### src/core/spcs_pkg.sv
package spcs_pkg;

    // Register offsets on the local port
    localparam int          ADDR_W       = 3;
    localparam logic [2:0]  OFS_FORMAT   = 3'h0;
    localparam logic [2:0]  OFS_DIVISOR  = 3'h1;
    localparam logic [2:0]  OFS_CONTROL  = 3'h2;
    localparam logic [2:0]  OFS_TX_HOLD  = 3'h3;
    localparam logic [2:0]  OFS_STATUS   = 3'h4;
    localparam logic [2:0]  OFS_RX_HOLD  = 3'h5;

    // format_select fields
    localparam int FMT_SYNC      = 7;
    localparam int FMT_MARK_MODE = 2;
    localparam int FMT_PS_HI     = 1;
    localparam int FMT_PS_LO     = 0;

    // serial_control fields
    localparam int CTL_TX_ON     = 5;
    localparam int CTL_RX_ON     = 4;
    localparam int CTL_ADDR_WAIT = 3;
    localparam int CTL_TXD_IE    = 2;
    localparam int CTL_CLK_HI    = 1;
    localparam int CTL_CLK_LO    = 0;

    // status_flags fields
    localparam int ST_TX_EMPTY   = 7;
    localparam int ST_RX_FULL    = 6;
    localparam int ST_OVERRUN    = 5;
    localparam int ST_FRAMING    = 4;
    localparam int ST_PARITY     = 3;
    localparam int ST_TX_DONE    = 2;
    localparam int ST_RX_MARK    = 1;
    localparam int ST_TX_MARK    = 0;
    localparam int ST_CLR_LO     = 3;

    // Values after reset
    localparam logic [7:0]  RST_FORMAT   = 8'h00;
    localparam logic [7:0]  RST_CONTROL  = 8'h00;
    localparam logic [7:0]  RST_DIVISOR  = 8'hff;
    localparam logic [7:0]  RST_TX_HOLD  = 8'hff;
    localparam logic [7:0]  RST_RX_HOLD  = 8'h00;
    localparam logic [7:0]  RST_STATUS   = 8'h84;

    // Clock-source codes
    localparam logic [1:0]  CS_INT       = 2'b00;
    localparam logic [1:0]  CS_INT_OUT   = 2'b01;
    localparam logic [1:0]  CS_EXT       = 2'b10;

    // Prescaler wrap values: 1, 4, 16, 64 system clocks
    localparam logic [5:0]  PS_LAST_0    = 6'h00;
    localparam logic [5:0]  PS_LAST_1    = 6'h03;
    localparam logic [5:0]  PS_LAST_2    = 6'h0f;
    localparam logic [5:0]  PS_LAST_3    = 6'h3f;

    // Base ticks per bit: 32 asynchronous, 4 clock-synchronous
    localparam logic [4:0]  ASYNC_LAST   = 5'h1f;
    localparam logic [4:0]  ASYNC_HALF   = 5'h0f;
    localparam logic [4:0]  SYNC_LAST    = 5'h03;
    localparam logic [4:0]  SYNC_HALF    = 5'h01;

endpackage : spcs_pkg

### src/core/spcs_sync2.sv
`timescale 1ns/1ps
`default_nettype none
module spcs_sync2 #(
    parameter int W = 1
) (
    input  wire logic         clk,
    input  wire logic         rst_n,
    input  wire logic         ce,
    input  wire logic [W-1:0] d,
    output logic      [W-1:0] q
);
    logic [W-1:0] meta_reg;

    // Two-stage synchroniser, reset to the idle-high pin level
    always_ff @(posedge clk or negedge rst_n) begin
        if (!rst_n) begin
            meta_reg <= '1;
            q        <= '1;
        end else if (ce) begin
            meta_reg <= d;
            q        <= meta_reg;
        end
    end
endmodule : spcs_sync2
`default_nettype wire

### src/core/spcs_rate_gen.sv
`timescale 1ns/1ps
`default_nettype none
module spcs_rate_gen
    import spcs_pkg::*;
(
    input  wire logic       clk,
    input  wire logic       rst_n,
    input  wire logic       ce,
    input  wire logic       run,
    input  wire logic       sync_mode,
    input  wire logic [1:0] prescale,
    input  wire logic [7:0] divisor,
    output logic            tick,
    output logic            clk_level
);
    logic [5:0] pre_reg, pre_next, pre_last;
    logic [7:0] div_reg, div_next;
    logic [4:0] ph_reg, ph_next, ph_last, ph_half;
    logic       tick_next, clk_next, pre_hit, base;

    // Prescaler, divisor and bit phase
    always_comb begin
        unique case (prescale)
            2'b00: pre_last = PS_LAST_0;
            2'b01: pre_last = PS_LAST_1;
            2'b10: pre_last = PS_LAST_2;
            2'b11: pre_last = PS_LAST_3;
        endcase
        ph_last   = sync_mode ? SYNC_LAST : ASYNC_LAST;
        ph_half   = sync_mode ? SYNC_HALF : ASYNC_HALF;
        pre_hit   = (pre_reg == pre_last);
        base      = pre_hit && (div_reg == 8'h00);
        pre_next  = (!run || pre_hit) ? 6'h00 : pre_reg + 6'h01;
        div_next  = div_reg;
        if (!run || base)
            div_next = divisor;
        else if (pre_hit)
            div_next = div_reg - 8'h01;
        ph_next   = ph_reg;
        if (!run)
            ph_next = 5'h00;
        else if (base)
            ph_next = (ph_reg == ph_last) ? 5'h00 : ph_reg + 5'h01;
        // Async: 16 ticks per bit; sync: one tick per bit
        tick_next = base && (sync_mode ? (ph_reg == ph_last) : ph_reg[0]);
        clk_next  = clk_level;
        if (!run)
            clk_next = 1'b1;
        else if (base && (ph_reg == ph_half || ph_reg == ph_last))
            clk_next = ~clk_level;
    end

    // Registers
    always_ff @(posedge clk or negedge rst_n) begin
        if (!rst_n) begin
            pre_reg   <= 6'h00;
            div_reg   <= RST_DIVISOR;
            ph_reg    <= 5'h00;
            tick      <= 1'b0;
            clk_level <= 1'b1;
        end else if (ce) begin
            pre_reg   <= pre_next;
            div_reg   <= div_next;
            ph_reg    <= ph_next;
            tick      <= tick_next;
            clk_level <= clk_next;
        end
    end
endmodule : spcs_rate_gen
`default_nettype wire

### src/core/spcs_top.sv
// The register offsets and strobed register access are this design's own decisions.
`timescale 1ns/1ps
`default_nettype none
module spcs_top
    import spcs_pkg::*;
(
    input  wire logic              SYS_CLK,
    input  wire logic              RST_N,
    input  wire logic              CE,
    input  wire logic [ADDR_W-1:0] ADDR,
    input  wire logic [7:0]        WDATA,
    input  wire logic              WR,
    input  wire logic              RD,
    output logic      [7:0]        RDATA,
    output logic      [7:0]        TX_DATA,
    output logic                   TX_DATA_VALID,
    output logic                   TX_MARKER,
    output logic                   TX_ENABLE,
    input  wire logic              TX_LOAD,
    input  wire logic              TX_LAST_BIT,
    output logic                   RX_ENABLE,
    input  wire logic              RX_DONE,
    input  wire logic [7:0]        RX_DATA,
    input  wire logic              RX_MARK_IN,
    input  wire logic              RX_FRAME_ERR,
    input  wire logic              RX_PARITY_ERR,
    output logic                   SYNC_MODE,
    output logic                   MARK_MODE,
    output logic                   BIT_TICK,
    output logic                   TX_DONE_IRQ,
    input  wire logic              SCK_IN,
    output logic                   SCK_OUT,
    output logic                   SCK_OE
);
    // Register file state
    logic [7:0] fmt_reg,   fmt_next;
    logic [7:0] ctl_reg,   ctl_next;
    logic [7:0] div_reg,   div_next;
    logic [7:0] txh_reg,   txh_next;
    logic [7:0] rxh_reg,   rxh_next;
    logic [7:0] st_reg,    st_next;
    logic [7:0] seen_reg,  seen_next;
    logic [7:0] rdata_reg, rdata_next;
    logic       valid_reg, valid_next;
    logic       irq_reg,   irq_next;

    // Clock path state
    logic       tick_reg,  tick_next;
    logic       sck_o_reg, sck_o_next;
    logic       sck_e_reg, sck_e_next;
    logic       sck_prev_reg;
    logic       sck_s;
    logic       gen_tick,  gen_clk;

    // Decoded strobes and events
    logic       wr_fmt, wr_div, wr_ctl, wr_txh, wr_st;
    logic       rd_st, rd_rxh;
    logic       is_sync, mp_wait;
    logic       rx_evt, rx_skip, rx_take, rx_wake, rx_err_any;
    logic       frm_hit, par_hit;
    logic [7:0] set_vec, clr_vec;
    logic       tx_clr;
    logic [1:0] cs;
    logic       int_ok, ext_ok, gen_run;

    // Pin input crosses into the system clock domain
    spcs_sync2 #(
        .W     (1)
    ) u_sck_sync (
        .clk   (SYS_CLK),
        .rst_n (RST_N),
        .ce    (CE),
        .d     (SCK_IN),
        .q     (sck_s)
    );

    // Internal rate generator
    spcs_rate_gen u_rate (
        .clk       (SYS_CLK),
        .rst_n     (RST_N),
        .ce        (CE),
        .run       (gen_run),
        .sync_mode (is_sync),
        .prescale  (fmt_reg[FMT_PS_HI:FMT_PS_LO]),
        .divisor   (div_reg),
        .tick      (gen_tick),
        .clk_level (gen_clk)
    );

    // Address decode of the local port
    always_comb begin
        wr_fmt = WR && (ADDR == OFS_FORMAT);
        wr_div = WR && (ADDR == OFS_DIVISOR);
        wr_ctl = WR && (ADDR == OFS_CONTROL);
        wr_txh = WR && (ADDR == OFS_TX_HOLD);
        wr_st  = WR && (ADDR == OFS_STATUS);
        rd_st  = RD && (ADDR == OFS_STATUS);
        rd_rxh = RD && (ADDR == OFS_RX_HOLD);
    end

    // Receive event qualification
    always_comb begin
        is_sync    = fmt_reg[FMT_SYNC];
        mp_wait    = ctl_reg[CTL_ADDR_WAIT] && fmt_reg[FMT_MARK_MODE] && !is_sync;
        rx_err_any = st_reg[ST_OVERRUN] | st_reg[ST_FRAMING] | st_reg[ST_PARITY];
        // Reception stalls while an error flag is pending
        rx_evt     = RX_DONE && ctl_reg[CTL_RX_ON] && !rx_err_any;
        rx_skip    = rx_evt && mp_wait && !RX_MARK_IN;
        rx_wake    = rx_evt && mp_wait && RX_MARK_IN;
        rx_take    = rx_evt && !rx_skip;
        frm_hit    = rx_take && !is_sync && RX_FRAME_ERR;
        par_hit    = rx_take && !is_sync && RX_PARITY_ERR;
    end

    // Flag set and clear terms; set always wins over clear
    always_comb begin
        set_vec              = 8'h00;
        set_vec[ST_TX_EMPTY] = !ctl_reg[CTL_TX_ON] || TX_LOAD;
        set_vec[ST_RX_FULL]  = rx_take && !st_reg[ST_RX_FULL]
                               && !frm_hit && !par_hit;
        set_vec[ST_OVERRUN]  = rx_take && st_reg[ST_RX_FULL];
        set_vec[ST_FRAMING]  = frm_hit;
        set_vec[ST_PARITY]   = par_hit;
        set_vec[ST_TX_DONE]  = !ctl_reg[CTL_TX_ON]
                               || (TX_LAST_BIT && st_reg[ST_TX_EMPTY]);
        clr_vec = 8'h00;
        // Write of 0 clears only bits 3 to 7 that were last read as 1; bit 2 clears along with bit 7
        for (int b = ST_CLR_LO; b < 8; b++) begin
            clr_vec[b] = wr_st && !WDATA[b] && seen_reg[b];
        end
        tx_clr               = clr_vec[ST_TX_EMPTY] || wr_txh;
        clr_vec[ST_TX_EMPTY] = tx_clr;
        clr_vec[ST_TX_DONE]  = tx_clr;
        clr_vec[ST_RX_FULL]  = clr_vec[ST_RX_FULL] || rd_rxh;
    end

    // Status register next value
    always_comb begin
        st_next = (st_reg & ~clr_vec) | set_vec;
        if (rx_evt)
            st_next[ST_RX_MARK] = RX_MARK_IN;
        if (wr_st)
            st_next[ST_TX_MARK] = WDATA[ST_TX_MARK];
        seen_next = seen_reg;
        if (rd_st)
            seen_next = st_reg;
        else if (wr_st)
            seen_next = 8'h00;
    end

    // Control, format, divisor and hold registers
    always_comb begin
        fmt_next = wr_fmt ? WDATA : fmt_reg;
        div_next = wr_div ? WDATA : div_reg;
        ctl_next = wr_ctl ? WDATA : ctl_reg;
        if (rx_wake)
            ctl_next[CTL_ADDR_WAIT] = 1'b0;
        txh_next = wr_txh ? WDATA : txh_reg;
        // Data is kept on error, lost on overrun
        rxh_next = (rx_take && !st_reg[ST_RX_FULL]) ? RX_DATA : rxh_reg;
        valid_next = !st_next[ST_TX_EMPTY];
        irq_next   = st_next[ST_TX_DONE] && ctl_next[CTL_TXD_IE];
    end

    // Read data, present only in the cycle after the strobe
    always_comb begin
        rdata_next = 8'h00;
        if (RD) begin
            unique case (ADDR)
                OFS_FORMAT:  rdata_next = fmt_reg;
                OFS_DIVISOR: rdata_next = div_reg;
                OFS_CONTROL: rdata_next = ctl_reg;
                OFS_TX_HOLD: rdata_next = txh_reg;
                OFS_STATUS:  rdata_next = st_reg;
                OFS_RX_HOLD: rdata_next = rxh_reg;
                default:     rdata_next = 8'h00;
            endcase
        end
    end

    // Clock source selection and pin drive
    always_comb begin
        cs = ctl_reg[CTL_CLK_HI:CTL_CLK_LO];
        if (is_sync) begin
            int_ok     = (cs == CS_INT);
            sck_e_next = (cs == CS_INT);
        end else begin
            int_ok     = (cs == CS_INT) || (cs == CS_INT_OUT);
            sck_e_next = (cs == CS_INT_OUT);
        end
        ext_ok     = (cs == CS_EXT);
        gen_run    = int_ok && (ctl_reg[CTL_TX_ON] || ctl_reg[CTL_RX_ON]);
        sck_o_next = gen_clk;
        // External clock: each rising edge is one tick
        if (int_ok)
            tick_next = gen_tick;
        else if (ext_ok)
            tick_next = sck_s && !sck_prev_reg;
        else
            tick_next = 1'b0;
    end

    // Register bank
    always_ff @(posedge SYS_CLK or negedge RST_N) begin
        if (!RST_N) begin
            fmt_reg      <= RST_FORMAT;
            ctl_reg      <= RST_CONTROL;
            div_reg      <= RST_DIVISOR;
            txh_reg      <= RST_TX_HOLD;
            rxh_reg      <= RST_RX_HOLD;
            st_reg       <= RST_STATUS;
            seen_reg     <= 8'h00;
            rdata_reg    <= 8'h00;
            valid_reg    <= 1'b0;
            irq_reg      <= 1'b0;
            tick_reg     <= 1'b0;
            sck_o_reg    <= 1'b1;
            sck_e_reg    <= 1'b0;
            sck_prev_reg <= 1'b1;  // Idle-high pin, no false edge
        end else if (CE) begin
            fmt_reg      <= fmt_next;
            ctl_reg      <= ctl_next;
            div_reg      <= div_next;
            txh_reg      <= txh_next;
            rxh_reg      <= rxh_next;
            st_reg       <= st_next;
            seen_reg     <= seen_next;
            rdata_reg    <= rdata_next;
            valid_reg    <= valid_next;
            irq_reg      <= irq_next;
            tick_reg     <= tick_next;
            sck_o_reg    <= sck_o_next;
            sck_e_reg    <= sck_e_next;
            sck_prev_reg <= sck_s;
        end
    end

    // Outputs straight from flip-flops
    assign RDATA         = rdata_reg;
    assign TX_DATA       = txh_reg;
    assign TX_DATA_VALID = valid_reg;
    assign TX_MARKER     = st_reg[ST_TX_MARK];
    assign TX_ENABLE     = ctl_reg[CTL_TX_ON];
    assign RX_ENABLE     = ctl_reg[CTL_RX_ON];
    assign SYNC_MODE     = fmt_reg[FMT_SYNC];
    assign MARK_MODE     = fmt_reg[FMT_MARK_MODE];
    assign BIT_TICK      = tick_reg;
    assign TX_DONE_IRQ   = irq_reg;
    assign SCK_OUT       = sck_o_reg;
    assign SCK_OE        = sck_e_reg;
endmodule : spcs_top
`default_nettype wire

### config.mk
export PLATFORM = sky130hd
export DESIGN_NAME = spcs_top
export DESIGN_NICKNAME = d
export VERILOG_FILES = /design/src/core/spcs_pkg.sv /design/src/core/spcs_sync2.sv /design/src/core/spcs_rate_gen.sv /design/src/core/spcs_top.sv
export SDC_FILE = /design/constraint.sdc
export NUM_CORES = 1
export LEC_CHECK = 0
export BUFFER_PORTS_ARGS = -buffer_cell sky130_fd_sc_hd__buf_4
export CELL_PAD_IN_SITES_DETAIL_PLACEMENT = 1
export CELL_PAD_IN_SITES_GLOBAL_PLACEMENT = 2
export CORE_MARGIN = 2
export CORE_UTILIZATION = 41
export DETAILED_ROUTE_END_ITERATION = 10
export PLACE_DENSITY_LB_ADDON = 0.08
export SLEW_MARGIN = 20
export SYNTH_ARGS = -nofsm -noshare
export SYNTH_HDL_FRONTEND = slang
export SYNTH_SLANG_ARGS = --single-unit
### constraint.sdc
create_clock -name SYS_CLK -period 5.8 [get_ports SYS_CLK]
set_input_delay 0.87 -clock SYS_CLK [delete_from_list [all_inputs] [get_ports SYS_CLK]]
set_output_delay 0.87 -clock SYS_CLK [all_outputs]
set_load 0.05 [all_outputs]
==> impl_metrics.env <==
export IMPL_ys_warn_count=0
export IMPL_drive_gt1_frac=0.337
export IMPL_portBuffers=56
export IMPL_ys_types=62
export IMPL_path_class="input port to flop"
export IMPL_tns_ns=0
export IMPL_drt_total_wl_um=12800
export IMPL_synth_area_leaders="dfrtp_1 32%, dfstp_2 18%, mux2_2 11%"
export IMPL_leakagePower_nw=2.23
export IMPL_arrival_ns=2.66
export IMPL_setup_ws_ns=3.45
export IMPL_cts_hold_buf=0
export IMPL_clkSinkCount=90
export IMPL_track_usage=0.230
export IMPL_netlist_area_um2=4560
export IMPL_holdCritPathClass="input port to async pin"
export IMPL_area_growth_pct=14.9
export IMPL_required_ns=6.10
export IMPL_critPathSlowestCell="and4_1"
export IMPL_grt_max_degree=52
export IMPL_antenna_found_initial=0
export IMPL_rows=38
export IMPL_grt_pass1_vias=3696
export IMPL_cts_buffers=9
export IMPL_route_detailed_drc=0
export IMPL_gp_congestion=0.814
export IMPL_ant_nets=0
export IMPL_synth_top_area_cell="dfrtp_1"
export IMPL_core_um2=10800
export IMPL_drt_first_pass_iters=6
export IMPL_powerDensity_nw_per_um2=396
export IMPL_die_area_um2=12000
export IMPL_dp_hpwl_um=9550
export IMPL_vias_per_cell=5.75
export IMPL_outcome="complete, no violations"
export IMPL_antenna_cells=0
export IMPL_synthArstFlopShare=1.00
export IMPL_rsz0062_at_grt="no"
export IMPL_cts_root_buffer="clkbuf_8"
export IMPL_cts_tree="done"
export IMPL_dpl_worst_slack_ns=3.08
export IMPL_worst_slew_pin_slew_ns=0.838
export IMPL_cp_max_fo=11
export IMPL_relSlewSlack=0.437
export IMPL_clk_latency_ns=0.37
export IMPL_synth_seq_cells=90
export IMPL_routedWlPerCell_um=20.8
export IMPL_synthCells=417
export IMPL_slew_violations=0
export IMPL_clk_pin_slew_ns=0.09
export IMPL_start_util=0.420
export IMPL_cts_setup_buffers=0
export IMPL_final_min_clock_period_ns=2.35
export IMPL_syn_num_nets=452
export IMPL_synth_avg_cell_area_um2=10.9
export IMPL_path_buf_inv=2
export IMPL_fin_skew_ns=0.00839
export IMPL_cts_resized=0
export IMPL_final_hold_violation_count=0
export IMPL_pin_count=57
export IMPL_layout_nets=505
export IMPL_grt_first_pass_wirelength_um=20600
export IMPL_crit_path_start_kind="input port"
export IMPL_path_cells="buf_4 > inv_1 > nor2_1 > and4_1 > mux2_2"
export IMPL_synth_top_area_frac=0.324
export IMPL_cp_top_family="simple AND/OR/NAND/NOR gates"
export IMPL_clockBufferDepth=2
export IMPL_cp_end_kind="flop"
export IMPL_drt_iter0_markers=167
export IMPL_finalCritPeriodShare=0.406
export IMPL_ir_drop_uv=189
export IMPL_die_w_um=109
export IMPL_synth_ff_type="dfrtp_1"
export IMPL_grt_overflow=0
export IMPL_vias=3539
export IMPL_die_height_um=109
export IMPL_finalSetupViolCount=0
export IMPL_drv_cap=0
export IMPL_htreeDepth=3
export IMPL_max_stage_delay_ns=0.55
export IMPL_yosysSeqAreaShare=0.503
export IMPL_fmax_ghz=0.425
export IMPL_synth_edf_count=0
cell usage after synthesis, types with 3 or more instances:
library cell	n
dfrtp_1	59
a2bb2oi_1	3
a21oi_1	17
o2bb2ai_1	11
nor2_1	29
mux2i_1	16
mux4_2	3
a22o_1	3
nand3_1	23
nor3_1	8
o31ai_1	3
nand2_1	36
mux2_2	45
o21ai_0	28
dfstp_2	31
clkbuf_1	7
and3_1	4
ha_1	4
or4_1	4
nand2b_1	6
o41ai_1	3
buf_2	5
inv_1	16
nand4_1	3
cell families after synthesis:
logic type,synth area share
XOR/XNOR,0.00577
buffers and inverters,0.0308
multiplexers,0.161
AO/OA/AOI/OAI,0.148
AND/OR/NAND/NOR,0.140
flip-flops,0.503
adder cells (fa/ha/maj),0.0110
final timing paths:
check	end	startpoint	cells past startpoint	slack, ns
setup / recovery	TX_DATA[6]	ADDR[1]	5	3.45
hold / removal	u_rate.pre_reg[4]	RST_N	1	0.48
setup reg to reg	rxh_reg[3]	fmt_reg[7]	5	3.53
hold reg to reg	TX_DONE_IRQ	TX_DONE_IRQ	1	0.50
max in group asynchronous	fmt_reg[1]	RST_N	2	4.20
min in group SYS_CLK	TX_DONE_IRQ	TX_DONE_IRQ	1	0.50
per-stage QoR:
step / cells / hold slack, ns / utilization / total power [mW] / instance area, um^2
4_1_cts: 615 / 0.494 / 0.483 / 2.10 / 5240
6_report: 615 / 0.480 / 0.483 / 2.07 / 5240
3_5_place_dp: 599 / 0.479 / 0.468 / 1.71 / 5080
3_3_place_gp: 599 / 0.465 / 0.468 / 1.69 / 5080
5_1_grt: 615 / 0.503 / 0.483 / 2.20 / 5240
2_1_floorplan: 417 / 0.447 / - / 1.46 / 4560
cell usage in the layout (no fill, tap or decap), types with 3 or more instances in the layout:
cell type	Yosys	layout
mux2i_1	16	16
ha_1	4	4
nor3_1	8	8
and3_1	4	4
clkbuf_8	1	9
a21oi_1	17	17
or4_1	4	4
inv_1	16	16
o21ai_0	28	28
o41ai_1	3	3
clkbuf_1	7	4
nor2_1	29	29
nand2_1	36	36
nand4_1	3	3
nand2b_1	6	6
buf_4	0	57
a22o_1	3	3
a2bb2oi_1	3	3
mux2_2	45	45
dfrtp_1	59	59
o31ai_1	3	3
mux4_2	3	3
nand3_1	23	23
dfstp_2	31	31
o2bb2ai_1	11	11
where the power goes:
part           switching [mW]  leakage [nW]  internal [mW]
registers               0.172          1.09          0.840
logic                   0.397          1.07          0.282
clock network           0.227        0.0774          0.156
total                   0.795          2.23           1.28
cell type report:
type,count,area (um^2)
Fill cell,1206,5610
Sequential cell,90,2290
Multi-Input combinational cell,296,2120
Timing Repair Buffer,57,428
Tap cell,140,175
Clock buffer,13,139
Inverter,16,60.1
Clock inverter,3,17.5
per-layer routing:
metal | wire length (um) | global-route usage | vias to the layer above | part of all wire
met1 | 5620 | 0.298 | 1827 | 0.44
li1 | - | - | 1641 | -
met2 | 6590 | 0.403 | 59 | 0.51
met3 | 444 | 0.0308 | 12 | 0.035
met4 | 160 | 0.0678 | 0 | 0.012
met5 | 0 | 0 | - | 0
Note: power is estimated with default switching activity, not from simulation.
